<file path="src/slave_mode_pkg.sv">
package slave_mode_pkg;
    localparam int CLK_PERIOD_NS = 25;
    localparam int T_1US_NS = 1000;
    localparam int T_1MS_NS = 1000000;
    localparam int T_10MS_NS = 10000000;
    localparam int CYC_1US = (T_1US_NS + CLK_PERIOD_NS - 1) / CLK_PERIOD_NS;
    localparam int CYC_1MS = (T_1MS_NS + CLK_PERIOD_NS - 1) / CLK_PERIOD_NS;
    localparam int CYC_10MS = T_10MS_NS / CLK_PERIOD_NS;
    localparam int TIMER_W = 20;
    localparam int ADDR_W = 6;
    localparam int IDX_W = 4;
    localparam int CMD_W = 6;
    localparam int EV_W = 6;
    localparam int WDV_W = 16;

    localparam logic [IDX_W-1:0] IDX_CONFIG = 4'h6;
    localparam logic [IDX_W-1:0] IDX_CMD_SET = 4'h8;
    localparam logic [IDX_W-1:0] IDX_CMD_CLR = 4'h9;
    localparam logic [IDX_W-1:0] IDX_STATE = 4'hA;
    localparam logic [IDX_W-1:0] IDX_IRQ_STATUS = 4'hB;
    localparam logic [IDX_W-1:0] IDX_IRQ_MASK = 4'hC;
    localparam logic [IDX_W-1:0] IDX_WD_VALUE = 4'hD;

    localparam int CFG_ACK_TB = 9;
    localparam int CFG_USER_TB = 10;
    localparam int CFG_WATCHDOG_TEST_SELECT = 11;
    localparam int CFG_PRM_DIRECT = 12;
    localparam int CFG_FAILSAFE = 13;
    localparam logic [15:0] CFG_WRITABLE = 16'h3FFF;
    localparam logic [15:0] CONFIG_RESET = 16'h0000;
    localparam logic [WDV_W-1:0] WD_VALUE_RESET = 16'h00FF;

    localparam int CMD_LEAVE = 0;
    localparam int CMD_ACK = 1;
    localparam int CMD_OFFLINE = 2;
    localparam int CMD_DROP = 3;
    localparam int CMD_SWAP = 4;
    localparam int CMD_RELOAD = 5;
    localparam logic [CMD_W-1:0] CMD_RESET = 6'h00;

    localparam int EV_TICK = 0;
    localparam int EV_LEFT = 1;
    localparam int EV_OFFLINE = 2;
    localparam int EV_DROP = 3;
    localparam int EV_WDOG = 4;
    localparam int EV_SWAP = 5;
    localparam logic [EV_W-1:0] MASK_RESET = 6'h00;

    localparam logic [1:0] RESP_OKAY = 2'h0;
    localparam logic [1:0] RESP_SLVERR = 2'h2;

    typedef enum logic [2:0] {
        ST_AWAIT_PRM = 3'h1,
        ST_AWAIT_CFG = 3'h2,
        ST_DATA_EX = 3'h4
    } slave_state_t;
endpackage : slave_mode_pkg

</file>
<file path="src/timer_if.sv">
`timescale 1ns/10ps
interface timer_if;
    logic ackStart;
    logic ackTimebase;
    logic userTimebase;
    logic wdRun;
    logic wdReload;
    logic [15:0] wdReloadValue;
    logic holdoff;
    logic userTick;
    logic wdExpired;
    modport ctrl(output ackStart, ackTimebase, userTimebase, wdRun, wdReload,
        wdReloadValue, input holdoff, userTick, wdExpired);
    modport timers(input ackStart, ackTimebase, userTimebase, wdRun, wdReload,
        wdReloadValue, output holdoff, userTick, wdExpired);
endinterface : timer_if

</file>
<file path="src/slave_mode_control.sv">
// Decided for this implementation: the AXI4-Lite interface to the registers.
`timescale 1ns/10ps
module slave_mode_control #(
    parameter int MS_CYCLES = slave_mode_pkg::CYC_1MS,
    parameter int TENMS_CYCLES = slave_mode_pkg::CYC_10MS
) (
    input wire logic clk,
    input wire logic rst_n,
    input wire logic [slave_mode_pkg::ADDR_W-1:0] s_axi_awaddr,
    input wire logic s_axi_awvalid,
    output logic s_axi_awready,
    input wire logic [31:0] s_axi_wdata,
    input wire logic [3:0] s_axi_wstrb,
    input wire logic s_axi_wvalid,
    output logic s_axi_wready,
    output logic [1:0] s_axi_bresp,
    output logic s_axi_bvalid,
    input wire logic s_axi_bready,
    input wire logic [slave_mode_pkg::ADDR_W-1:0] s_axi_araddr,
    input wire logic s_axi_arvalid,
    output logic s_axi_arready,
    output logic [31:0] s_axi_rdata,
    output logic [1:0] s_axi_rresp,
    output logic s_axi_rvalid,
    input wire logic s_axi_rready,
    input wire logic requestBusy,
    input wire logic prmReceived,
    input wire logic cfgOkCmd,
    input wire logic telegramValid,
    input wire logic telegramZeroUnits,
    output logic irqOut,
    output logic offline,
    output slave_mode_pkg::slave_state_t slaveState,
    output logic timersStart,
    output logic swapBuffers,
    output logic telegramAccept,
    output logic prmDirect
);
    import slave_mode_pkg::*;

    timer_if tmr();

    logic [IDX_W-1:0] awIdx;
    logic [31:0] wData;
    logic [3:0] wStrb;
    logic doWrite;
    logic wrMapped;
    logic [IDX_W-1:0] arIdx;
    logic readTake;
    logic [31:0] readWord;
    logic rdMapped;
    logic [15:0] modeConfig;
    logic [WDV_W-1:0] wdValue;
    logic [CMD_W-1:0] cmdBits;
    logic [CMD_W-1:0] setReq;
    logic [CMD_W-1:0] clrReq;
    logic [CMD_W-1:0] hwClr;
    logic [CMD_W-1:0] next_cmdBits;
    logic [EV_W-1:0] irqStatus;
    logic [EV_W-1:0] irqMask;
    logic [EV_W-1:0] events;
    logic [EV_W-1:0] statusClr;
    logic leaveFire;
    logic goOffline;
    logic swapNow;

    mode_timers #(
        .MS_CYCLES(MS_CYCLES),
        .TENMS_CYCLES(TENMS_CYCLES)
    ) u_timers (
        .clk(clk),
        .rst_n(rst_n),
        .tmr(tmr)
    );

    // Write channels are taken in either order, response after both
    always_ff @(posedge clk or negedge rst_n) begin
        if (!rst_n) begin
            s_axi_awready <= 1'b1;
            awIdx <= '0;
        end else if (s_axi_awready && s_axi_awvalid) begin
            s_axi_awready <= 1'b0;
            awIdx <= s_axi_awaddr[ADDR_W-1:2];
        end else if (doWrite) begin
            s_axi_awready <= 1'b1;
        end
    end

    always_ff @(posedge clk or negedge rst_n) begin
        if (!rst_n) begin
            s_axi_wready <= 1'b1;
            wData <= '0;
            wStrb <= '0;
        end else if (s_axi_wready && s_axi_wvalid) begin
            s_axi_wready <= 1'b0;
            wData <= s_axi_wdata;
            wStrb <= s_axi_wstrb;
        end else if (doWrite) begin
            s_axi_wready <= 1'b1;
        end
    end

    assign doWrite = !s_axi_awready && !s_axi_wready && !s_axi_bvalid;
    assign wrMapped = awIdx == IDX_CONFIG || awIdx == IDX_CMD_SET ||
        awIdx == IDX_CMD_CLR || awIdx == IDX_IRQ_MASK ||
        awIdx == IDX_WD_VALUE;

    always_ff @(posedge clk or negedge rst_n) begin
        if (!rst_n) begin
            s_axi_bvalid <= 1'b0;
            s_axi_bresp <= RESP_OKAY;
        end else if (doWrite) begin
            s_axi_bvalid <= 1'b1;
            s_axi_bresp <= wrMapped ? RESP_OKAY : RESP_SLVERR;
        end else if (s_axi_bready) begin
            s_axi_bvalid <= 1'b0;
        end
    end

    // Configuration lanes; bits 14 and 15 stay zero
    always_ff @(posedge clk or negedge rst_n) begin
        if (!rst_n) begin
            modeConfig <= CONFIG_RESET;
        end else if (doWrite && awIdx == IDX_CONFIG) begin
            for (int lane = 0; lane < 2; lane++) begin
                if (wStrb[lane]) begin
                    modeConfig[lane*8 +: 8] <= wData[lane*8 +: 8] &
                        CFG_WRITABLE[lane*8 +: 8];
                end
            end
        end
    end

    always_ff @(posedge clk or negedge rst_n) begin
        if (!rst_n) begin
            wdValue <= WD_VALUE_RESET;
        end else if (doWrite && awIdx == IDX_WD_VALUE) begin
            for (int lane = 0; lane < 2; lane++) begin
                if (wStrb[lane]) begin
                    wdValue[lane*8 +: 8] <= wData[lane*8 +: 8];
                end
            end
        end
    end

    always_ff @(posedge clk or negedge rst_n) begin
        if (!rst_n) begin
            irqMask <= MASK_RESET;
        end else if (doWrite && awIdx == IDX_IRQ_MASK && wStrb[0]) begin
            irqMask <= wData[EV_W-1:0];
        end
    end

    assign setReq = (doWrite && awIdx == IDX_CMD_SET && wStrb[0]) ?
        wData[CMD_W-1:0] : CMD_RESET;
    assign clrReq = (doWrite && awIdx == IDX_CMD_CLR && wStrb[0]) ?
        wData[CMD_W-1:0] : CMD_RESET;

    assign leaveFire = cmdBits[CMD_LEAVE] && offline;
    assign goOffline = cmdBits[CMD_OFFLINE] && !requestBusy && !offline &&
        !leaveFire;
    assign swapNow = cfgOkCmd && !offline && cmdBits[CMD_SWAP];

    // Self-clearing commands; the swap allow bit is a plain level
    always_comb begin
        hwClr = CMD_RESET;
        hwClr[CMD_LEAVE] = cmdBits[CMD_LEAVE];
        hwClr[CMD_ACK] = cmdBits[CMD_ACK];
        hwClr[CMD_OFFLINE] = leaveFire ||
            (cmdBits[CMD_OFFLINE] && !requestBusy);
        hwClr[CMD_DROP] = cmdBits[CMD_DROP];
        hwClr[CMD_RELOAD] = cmdBits[CMD_RELOAD];
    end

    // zero bits keep their value
    // A host set in the same cycle as a self-clear wins
    assign next_cmdBits = (cmdBits & ~clrReq & ~hwClr) | setReq;

    always_ff @(posedge clk or negedge rst_n) begin
        if (!rst_n) begin
            cmdBits <= CMD_RESET;
        end else begin
            cmdBits <= next_cmdBits;
        end
    end

    always_ff @(posedge clk or negedge rst_n) begin
        if (!rst_n) begin
            offline <= 1'b1;
            timersStart <= 1'b0;
        end else begin
            timersStart <= leaveFire;
            if (leaveFire) begin
                offline <= 1'b0;
            end else if (goOffline) begin
                offline <= 1'b1;
            end
        end
    end

    always_ff @(posedge clk or negedge rst_n) begin
        if (!rst_n) begin
            slaveState <= ST_AWAIT_PRM;
        end else if (goOffline || cmdBits[CMD_DROP]) begin
            slaveState <= ST_AWAIT_PRM;
        end else begin
            case (slaveState)
                ST_AWAIT_PRM: begin
                    if (prmReceived && !offline) begin
                        slaveState <= ST_AWAIT_CFG;
                    end
                end
                ST_AWAIT_CFG: begin
                    if (cfgOkCmd && !offline) begin
                        slaveState <= ST_DATA_EX;
                    end
                end
                ST_DATA_EX: begin
                    slaveState <= ST_DATA_EX;
                end
                default: begin
                    slaveState <= ST_AWAIT_PRM;
                end
            endcase
        end
    end

    always_ff @(posedge clk or negedge rst_n) begin
        if (!rst_n) begin
            swapBuffers <= 1'b0;
            telegramAccept <= 1'b0;
        end else begin
            swapBuffers <= swapNow;
            telegramAccept <= telegramValid && slaveState == ST_DATA_EX &&
                (!telegramZeroUnits || modeConfig[CFG_FAILSAFE]);
        end
    end

    assign prmDirect = modeConfig[CFG_PRM_DIRECT];

    // Watchdog test bit is stored only; the timers ignore it
    assign tmr.ackStart = cmdBits[CMD_ACK];
    assign tmr.ackTimebase = modeConfig[CFG_ACK_TB];
    assign tmr.userTimebase = modeConfig[CFG_USER_TB];
    assign tmr.wdRun = !offline;
    assign tmr.wdReload = cmdBits[CMD_RELOAD];
    assign tmr.wdReloadValue = wdValue;

    always_comb begin
        events = '0;
        events[EV_TICK] = tmr.userTick;
        events[EV_LEFT] = leaveFire;
        events[EV_OFFLINE] = goOffline;
        events[EV_DROP] = cmdBits[CMD_DROP];
        events[EV_WDOG] = tmr.wdExpired;
        events[EV_SWAP] = swapNow;
    end

    assign statusClr = (readTake && arIdx == IDX_IRQ_STATUS) ?
        irqStatus : '0;

    // Read clears what was returned; new events that cycle survive
    always_ff @(posedge clk or negedge rst_n) begin
        if (!rst_n) begin
            irqStatus <= '0;
        end else begin
            irqStatus <= (irqStatus & ~statusClr) | events;
        end
    end

    always_ff @(posedge clk or negedge rst_n) begin
        if (!rst_n) begin
            irqOut <= 1'b0;
        end else begin
            irqOut <= |(irqStatus & irqMask) && !tmr.holdoff &&
                !cmdBits[CMD_ACK];
        end
    end

    assign arIdx = s_axi_araddr[ADDR_W-1:2];
    assign readTake = s_axi_arready && s_axi_arvalid;

    always_comb begin
        readWord = '0;
        rdMapped = 1'b1;
        case (arIdx)
            IDX_CONFIG: readWord[15:0] = modeConfig;
            IDX_CMD_SET: readWord[CMD_W-1:0] = cmdBits;
            IDX_CMD_CLR: readWord[CMD_W-1:0] = cmdBits;
            IDX_STATE: readWord[4:0] = {tmr.holdoff, slaveState, !offline};
            IDX_IRQ_STATUS: readWord[EV_W-1:0] = irqStatus;
            IDX_IRQ_MASK: readWord[EV_W-1:0] = irqMask;
            IDX_WD_VALUE: readWord[WDV_W-1:0] = wdValue;
            default: rdMapped = 1'b0;
        endcase
    end

    always_ff @(posedge clk or negedge rst_n) begin
        if (!rst_n) begin
            s_axi_arready <= 1'b1;
            s_axi_rvalid <= 1'b0;
            s_axi_rdata <= '0;
            s_axi_rresp <= RESP_OKAY;
        end else if (readTake) begin
            s_axi_arready <= 1'b0;
            s_axi_rvalid <= 1'b1;
            s_axi_rdata <= readWord;
            s_axi_rresp <= rdMapped ? RESP_OKAY : RESP_SLVERR;
        end else if (s_axi_rvalid && s_axi_rready) begin
            s_axi_rvalid <= 1'b0;
            s_axi_arready <= 1'b1;
        end
    end
endmodule : slave_mode_control

</file>
<file path="src/mode_timers.sv">
`timescale 1ns/10ps
module mode_timers #(
    parameter int US_CYCLES = slave_mode_pkg::CYC_1US,
    parameter int MS_CYCLES = slave_mode_pkg::CYC_1MS,
    parameter int TENMS_CYCLES = slave_mode_pkg::CYC_10MS
) (
    input wire logic clk,
    input wire logic rst_n,
    timer_if.timers tmr
);
    import slave_mode_pkg::*;

    logic [TIMER_W-1:0] holdCnt;
    logic [TIMER_W-1:0] tickCnt;
    logic [TIMER_W-1:0] msCnt;
    logic [15:0] wdCnt;
    logic msTick;

    always_ff @(posedge clk or negedge rst_n) begin
        if (!rst_n) begin
            holdCnt <= '0;
            tmr.holdoff <= 1'b0;
        end else if (tmr.ackStart) begin
            holdCnt <= tmr.ackTimebase ? TIMER_W'(MS_CYCLES - 1)
                                       : TIMER_W'(US_CYCLES - 1);
            tmr.holdoff <= 1'b1;
        end else if (holdCnt != '0) begin
            holdCnt <= holdCnt - 1'b1;
        end else begin
            tmr.holdoff <= 1'b0;
        end
    end

    // user tick period
    // New timebase takes effect at the next period boundary
    always_ff @(posedge clk or negedge rst_n) begin
        if (!rst_n) begin
            tickCnt <= '0;
            tmr.userTick <= 1'b0;
        end else if (tickCnt == '0) begin
            tickCnt <= tmr.userTimebase ? TIMER_W'(TENMS_CYCLES - 1)
                                        : TIMER_W'(MS_CYCLES - 1);
            tmr.userTick <= 1'b1;
        end else begin
            tickCnt <= tickCnt - 1'b1;
            tmr.userTick <= 1'b0;
        end
    end

    // Watchdog counts in milliseconds
    always_ff @(posedge clk or negedge rst_n) begin
        if (!rst_n) begin
            msCnt <= '0;
            msTick <= 1'b0;
        end else if (msCnt == '0) begin
            msCnt <= TIMER_W'(MS_CYCLES - 1);
            msTick <= 1'b1;
        end else begin
            msCnt <= msCnt - 1'b1;
            msTick <= 1'b0;
        end
    end

    always_ff @(posedge clk or negedge rst_n) begin
        if (!rst_n) begin
            wdCnt <= '0;
            tmr.wdExpired <= 1'b0;
        end else if (tmr.wdReload || !tmr.wdRun) begin
            wdCnt <= tmr.wdReloadValue;
            tmr.wdExpired <= 1'b0;
        end else begin
            if (msTick && wdCnt != 16'h0000) begin
                wdCnt <= wdCnt - 1'b1;
            end
            tmr.wdExpired <= msTick && wdCnt == 16'h0001;
        end
    end
endmodule : mode_timers

</file>
<file path="config.mk">
export PLATFORM = sky130hd
export DESIGN_NAME = slave_mode_control
export DESIGN_NICKNAME = d
export VERILOG_FILES = /design/src/slave_mode_pkg.sv /design/src/timer_if.sv /design/src/slave_mode_control.sv /design/src/mode_timers.sv
export SDC_FILE = /design/constraint.sdc
export NUM_CORES = 1
export LEC_CHECK = 0
export BUFFER_PORTS_ARGS = -buffer_cell sky130_fd_sc_hd__buf_2
export CAP_MARGIN = 10
export CELL_PAD_IN_SITES_DETAIL_PLACEMENT = 1
export CELL_PAD_IN_SITES_GLOBAL_PLACEMENT = 1
export CORE_MARGIN = 1
export CORE_UTILIZATION = 41
export DETAILED_ROUTE_END_ITERATION = 6
export PLACE_DENSITY = 0.84
export SYNTH_ARGS = -nofsm -noshare
export SYNTH_HDL_FRONTEND = slang
export SYNTH_HIERARCHICAL = 1
export SYNTH_SLANG_ARGS = --single-unit
export TNS_END_PERCENT = 10
</file>
<file path="constraint.sdc">
create_clock -name clk -period 2.2 [get_ports clk]
set_clock_uncertainty 0.05 [all_clocks]
set_input_delay 0.33 -clock clk [delete_from_list [all_inputs] [get_ports clk]]
set_output_delay 0.33 -clock clk [all_outputs]
set_load 0.01 [all_outputs]
</file>
# Word-level counts from Yosys, hierarchy flattened
# Index checks and enable logic that the tools add are counted.
# word_totals
out_inout_bits	50
ff_bits	183
inputBits	60
word_cells	165
# classes
n_addsub	4
eq_ne	19
mux	37
bitwise	9
reduce_logical	64
# ops
operator	count
20-bit 2-to-1 mux	4
20-bit by 1-bit subtractor with 20-bit output, second input constant	3
16-bit 2-to-1 mux	3
4-bit == test, second input constant	10
20-bit zero test	2
5-bit case mux with 6 select lines	1
1-bit logical AND	28
6-bit AND	4
10-bit case mux with 2 select lines	1
20-bit nonzero test	1
19-bit 2-to-1 mux	1
6-bit 2-to-1 mux	3
6-bit inverter	3
1-bit 2-to-1 mux	17
16-bit by 1-bit == test with 1-bit output, second input constant	1
16-bit nonzero test	1
16-bit by 1-bit subtractor with 16-bit output, second input constant	1
2-bit nonzero test	7
6-bit OR	2
2-bit AND reduction	5
1-bit zero test	9
3-bit 2-to-1 mux	3
3-bit case mux with 3 select lines	1
4-bit by 3-bit == test with 1-bit output, second input constant	2
11 further kinds	20

# Depth between registers and ports, before layout
# Gate-level depths: netlist of run 1.
# depth
depth_word	10
depth_mapped	9
ltp_nobuf	8

# Hierarchy
# Netlist of run 1, hierarchy kept.
# modules_own_cells
module	instances	seq_area_each_um2	cells_each	area_each_um2
slave_mode_control	1	2543.7	356	4411.7
mode_timers	1	2001.9	434	4166.5

# Worst setup path before layout of run 1
# No wires, ideal clock.
# synth_timing
path_kind	reg2reg
startpoint	register u_timers.msCnt[13]
endpoint	register u_timers.msCnt[19]
setup_ns	0.125
arrival_time_ns	2.134
n_path_buf	0
stages_incl_launch_ff	6
t_required_ns	2.025
period_less_slack_ns	2.309
setup_slack_ns	-0.109
path_cell_list	dfrtp_1 -> or4_1 -> or4_1 -> or2_2 -> nor3_1 -> mux2_2
# synth_via
elab_chain_len	2
elab_cells_between_ends	3
cone_classes	1 x add/sub; 1 x mux; 1 x reduce/logical
# synth_lines
item	line	text
start, declared	mode_timers.sv:15	logic [TIMER_W-1:0] msCnt;
start signal, assigned	mode_timers.sv:56	msCnt <= TIMER_W'(MS_CYCLES - 1);
start signal, assigned	mode_timers.sv:59	msCnt <= msCnt - 1'b1;
20-bit by 1-bit subtractor with 20-bit output / 20-bit zero test (equally long branches)	mode_timers.sv:59, mode_timers.sv:55	
20-bit 2-to-1 mux (*)	mode_timers.sv:55	end else if (msCnt == '0) begin
# Every way passes the cells marked *; elsewhere a longest branch is shown, timed or not.
# A chain may end at the register's enable or synchronous reset.

# Final worst setup path of run 1
# Ends and elaborated chain as after synthesis.

==> results.toml, run 1 <==
[status]
outcome = "finished, violations left"
violations = "negative setup slack"

[critical_path]
r2r-end = "u_timers/msCnt[19]"
worstSetupStartpointType = "flop"
r2r_start = "u_timers/msCnt[13]"
setup.worst_path.start = "u_timers/msCnt[13]"
crit_path_max_fanout = 4
r2r_slack_ns = -0.13
endpoint = "u_timers/msCnt[19]"
critPathCaptureType = "flop"
worstSetupPathType = "reg2reg"
cp.required_ns = 2.48
r2r_cells = 6
critPathArrivalTime_ns = 2.61

[floorplan]
die_height_um = 147
rows = 52
coreArea_um2 = 20400
die_w_um = 147
dieArea_um2 = 21500
boundaryPins = 110
initial_core_util = 0.421

[clock_tree]
clk_pin_slew_ns = 0.07
cts_inserted_buffers = 17
cts_max_level = 4
clk-insertion-delay-late_ns = 0.44
root_buffer = "clkbuf_16"
cts_sinks = 181
cts_tree = "built"
cts_buffer_depth = 2

[synth]
ys_ff_latch = 181
netlist_top_cells_area = "dfrtp_1, mux2_2, dfstp_2, nand2_1, nor2_1"
synth_top_area_frac = 0.490
syn_area_per_cell_um2 = 10.9
async_flop_share = 1.00
syn-cell-area_um2 = 8580
synth_edf_count = 0
ys.flop_type = "dfrtp_1"
yosysWarnings = 6
ys_seq_area_frac = 0.530
synth.distinct_cells = 69
netlist.top_cell.by_area = "dfrtp_1"
synth_cells = 790

[route]
drtAntennaViolNets = 0
totalWireLength_um = 23100
wl_per_cell_um = 19.4
via_count = 6567
first_iter_violations = 254
drcViolationCount = 0
first_pass_iters = 5
vias_per_cell = 5.49

[run]
maxCapViolCount = 0

[timing]
maxSlewViolCount = 0
tns_ns = -0.420
fmax_ghz = 0.429
setup_violations = 9
hold_violations = 0
fin_crit_ns = 2.33
hold_ws_ns = 0.0249
worst_pin_slew_ns = 0.700
period_share = 1.06
setup_slack_ns = -0.132
relSlewSlack = 0.529
grt_setup_unrepaired = "yes"

[final_layout]
final_common_cell = "dfrtp_1"
diodes = 0
instances_no_fill = 1196
syn2layout_area_growth_pct = 20.0
mostFrequentLayoutCells = "dfrtp_1, nand2_1, buf_2"
final_net_count = 982
drive_gt1_frac = 0.281

[power]
p_leak_nw = 4.73
peakVddDrop_mv = 0.550
p_total_mw = 11.8
powerDensity_nw_per_um2 = 1150

[min_path]
hold_class = "in2reg"
hold_path_depth = 2

[global_routing]
gr-total-overflow = 0
grt_max_degree = 52
grt_usage = 0.228
grt_pass1_vias = 7323
grt_pass1_wl_um = 38200
grt_antenna_before_repair = 1

[placed_design]
gp_congestion = 0.818
dp_hpwl_um = 16300
dpl.cell_count = 1160
io_buffers = 69
post-place-ws_ns = -0.199
## routing by layer
metal / routed length [um] / part of all wire / vias to the layer above / GRT usage
met1: 9550 / 0.41 / 3365 / 0.262
met4: 522 / 0.023 / 2 / 0.0792
li1: - / - / 3004 / -
met5: 13 / 0.00056 / - / 0
met3: 829 / 0.036 / 50 / 0.0503
met2: 12200 / 0.53 / 146 / 0.414
## Yosys cell counts (7+ instances only)
library cell / number
nor4_1: 16
or3_1: 9
dfstp_2: 13
a21oi_1: 22
or4_1: 8
clkbuf_1: 21
a221oi_1: 9
xor2_1: 23
mux2_2: 56
inv_1: 23
xnor2_1: 25
ha_1: 9
nand2b_1: 11
nor2b_1: 11
a21o_1: 10
mux2i_1: 7
dfrtp_1: 168
nand4_1: 11
nor3_1: 29
buf_4: 19
and2_1: 9
nand3_1: 11
nand2_1: 74
o21ai_0: 29
nor2_1: 64
## state kept, by name (all words and copies together), names as in the netlist, 2 cells and up
signal             count
tmr.wdReloadValue     16
u_timers/holdCnt      20
wStrb                  2
modeConfig            14
irqStatus              6
slaveState             3
awIdx                  4
u_timers/msCnt        20
s_axi_rdata           16
u_timers/tickCnt      20
cmdBits                6
wData                 16
irqMask                6
u_timers/wdCnt        16
## timing repair
item | in CTS | in global routing
setup endpoints to repair | 25 | 38
hold buffers | 3 | 0
pin swaps | 1 | 6
gates resized for setup | 11 | 8
buffers inserted | 0 | 1
hold endpoints to repair | 45 | 0
## critical path, stage by stage, from the launching register on
cell and delay (ns):
dfrtp_1 0.41, or4_4 0.55, or4_4 0.46, or3_4 0.38, inv_4 0.08, nor2_1 0.04, mux2_4 0.26
## kinds of logic (layout without fill, tap and decap cells)
group	after synthesis	after routing	synth area share
compound gates	117	117	0.0920
xor+xnor	48	48	0.0490
fa+ha+maj	9	9	0.0131
buf+inv	67	186	0.0389
flops	181	181	0.530
mux	69	69	0.0922
other cells	1	18	0.000437
simple gates	298	298	0.184
## worst min-delay path by stage
stage / end / slack, ns / startpoint
6_report: s_axi_arready / 0.02 / s_axi_arvalid
5_1_grt: s_axi_bvalid / 0.01 / s_axi_bready
4_1_cts: s_axi_bvalid / 0.004 / s_axi_bready
3_5_place_dp: s_axi_rdata[15] / 0.26 / rst_n
3_3_place_gp: s_axi_rdata[15] / 0.26 / rst_n
2_1_floorplan: awIdx[0] / -0.02 / rst_n
## power breakdown
| part | leakage [nW] | switching [mW] | internal, mW |
|---|---|---|---|
| logic | 2.16 | 1.67 | 1.60 |
| clock network | 0.304 | 1.38 | 1.85 |
| registers | 2.27 | 0.993 | 4.33 |
## area by class of cell
| cell class | instances | area (um2) |
|---|---|---|
| Fill cell | 2248 | 10100 |
| Clock inverter | 12 | 166 |
| Tap cell | 270 | 338 |
| Sequential cell | 181 | 4550 |
| Inverter | 23 | 88.8 |
| Timing Repair Buffer | 131 | 866 |
| Multi-Input combinational cell | 559 | 3840 |
| Clock buffer | 20 | 447 |
## per-stage QoR
stage	util	instance area, um2
after CTS	0.503	10200
final	0.506	10300
after floorplan	-	8650
after detailed placement	0.470	9560
after global placement	0.470	9560
after global routing	0.506	10300
Note: power is estimated with default switching activity, not from simulation.
==> inputs of run 2 (changes only) <==
- MAX_ROUTING_LAYER: default -> met4
- PLACE_DENSITY: 0.84 -> default
- PLACE_DENSITY_LB_ADDON: default -> 0.08
==> run 2 against run 1 <==
  * The flow still finishes with violations (negative setup slack)
  * Critical path depth unchanged
  * Global-route usage shrank 0.12 points
  * Register-to-register slack gained 0.07 ns
  * Non-clock buffer count unchanged
  * Sequential power down 1%
  * Worst setup slack gained 0.070 ns
  * Maximum frequency rose by 3.1%
  * Via count down 2.4%
  * Worst hold slack worse by 0.0062 ns
  * Sequential cell count did not move
  * Highest routed layer is now met4
==> results.toml, run 2 (synthesis gave the netlist of run 1 again) <==
[clock_tree]
cts_inserted_buffers = 17
cts_buffer_depth = 2
clk_pin_slew_ns = 0.07
cts_sinks = 181
cts_max_level = 4
clk-insertion-delay-late_ns = 0.43
root_buffer = "clkbuf_16"
cts_tree = "built"

[global_routing]
grt_usage = 0.227
grt_max_degree = 69
gr-total-overflow = 0
grt_antenna_before_repair = 1
grt_pass1_vias = 7073
grt_pass1_wl_um = 37100

[route]
drtAntennaViolNets = 0
totalWireLength_um = 22000
vias_per_cell = 5.35
wl_per_cell_um = 18.3
first_iter_violations = 235
via_count = 6410
drcViolationCount = 0
first_pass_iters = 4

[critical_path]
critPathCaptureType = "flop"
r2r_slack_ns = -0.06
path_cells = "or4_4, or4_4, or3_4, inv_4, nor2_2, mux2_4"
worstSetupStartpointType = "flop"
critPathSlowestCell = "or4_4"
crit_path_max_fanout = 3
worstSetupPathType = "reg2reg"
crit_cells = 6
r2r_cells = 6
slowest_delay_ns = 0.52
r2r-end = "u_timers/msCnt[19]"
cp_num_buf_inv = 1
critPathArrivalTime_ns = 2.53
critical-path-top-delay-family = "simple AND/OR/NAND/NOR gates"
cp_common_cell = "or4_4"
cp.required_ns = 2.47
r2r_start = "u_timers/msCnt[12]"

[timing]
grt_setup_unrepaired = "yes"
setup_slack_ns = -0.0624
fin_crit_ns = 2.26
hold_violations = 0
maxSlewViolCount = 0
setup_violations = 3
worst_pin_slew_ns = 0.715
period_share = 1.03
relSlewSlack = 0.518
fmax_ghz = 0.442

[final_layout]
drive_gt1_frac = 0.288
syn2layout_area_growth_pct = 20.0
final_common_cell = "dfrtp_1"
nFillCells = 2226
reg.largest.list = "u_timers/holdCnt x20, u_timers/msCnt x20, u_timers/tickCnt x20"
final_net_count = 982
final_area_um2 = 10300
final_core_util = 0.506
mostFrequentLayoutCells = "dfrtp_1, nand2_1, buf_2"

[floorplan]
die_w_um = 147
die_height_um = 147
initial_core_util = 0.421
boundaryPins = 110
rows = 52
coreArea_um2 = 20400
dieArea_um2 = 21500

[status]
violations = "negative setup slack"
outcome = "finished, violations left"

[run]
maxCapViolCount = 0

[power]
powerDensity_nw_per_um2 = 1130
p_sw_mw = 4.04
p_sw_frac = 0.348
p_int_mw = 7.56
power_frac_seq = 0.453
peakVddDrop_mv = 0.490
p_total_mw = 11.6
pwr-share-clk = 0.263
p_leak_nw = 4.71
combPwrFrac = 0.285

[min_path]
holdCritStartpoint = "s_axi_wvalid"
hold_class = "in2reg"
hold_path_depth = 2
min_to = "s_axi_wready"

[placed_design]
placed_area_um2 = 9530
io_buffers = 69
gp_congestion = 0.840
dp_hpwl_um = 16100
run 2: cell types whose count changed in the layout (fill, tap and decap cells not counted), sizes merged:
cell      change
bufinv        -2
diode         +2
clkinvlp      +3
clkbuf        -3
clkinv        +2
run 2: layout make-up:
type	instances	area, um2	share of cell area
repair buffers	131	857	0.0832
well taps	270	338	0.0328
inverters	23	88.8	0.00863
diodes	2	5.00	0.000486
clock inverters	15	165	0.0160
clock buffers	17	425	0.0413
multi-input cells	559	3870	0.376
flip-flops and latches	181	4550	0.441
run 2: worst max-delay path by stage:
stage                            start            endpoint  slack [ns]
floorplan           u_timers/msCnt[13]  u_timers/msCnt[19]       -0.07
global placement    u_timers/msCnt[13]  u_timers/msCnt[19]       -0.12
detailed placement  u_timers/msCnt[13]  u_timers/msCnt[15]       -0.22
CTS                 u_timers/msCnt[12]  u_timers/msCnt[19]       -0.05
global route        u_timers/msCnt[13]  u_timers/msCnt[19]       -0.11
finish              u_timers/msCnt[12]  u_timers/msCnt[19]       -0.06
run 2: timing repair:
action,4_1_cts,5_1_grt
hold buffers,2,1
setup buffers,2,1
pin swaps,2,8
endpoints found under the setup margin,20,34
gates resized for setup,12,15
endpoints found under the hold margin,31,1
run 2: routing by layer:
metal / part of all wire / global-route usage
met4: 0.013 / 0.0682
met5: 0 / -
met2: 0.49 / 0.363
met3: 0.030 / 0.0491
met1: 0.47 / 0.287
run 2: power by group through the flow:
stage	clock, mW	combinational [mW]	sequential [mW]
after floorplan	0	2.02	5.10
after global placement	0	3.10	5.23
after detailed placement	0	3.23	5.29
after CTS	3.13	3.27	5.24
after global routing	3.28	3.68	5.40
final	3.05	3.30	5.25
run 2: through the flow:
| stage | instances | hold slack, ns | setup WS, ns | setup TNS [ns] |
|---|---|---|---|---|
| final | 1198 | 0.0186 | -0.0624 | -0.110 |
| after global routing | 1197 | 0.00569 | -0.115 | -0.665 |
| after CTS | 1194 | 0.00228 | -0.0495 | -0.107 |
| after detailed placement | 1158 | 0.191 | -0.218 | -1.59 |
| after global placement | 1158 | 0.182 | -0.123 | -0.500 |
| after floorplan | 807 | -0.0156 | -0.0746 | -0.210 |
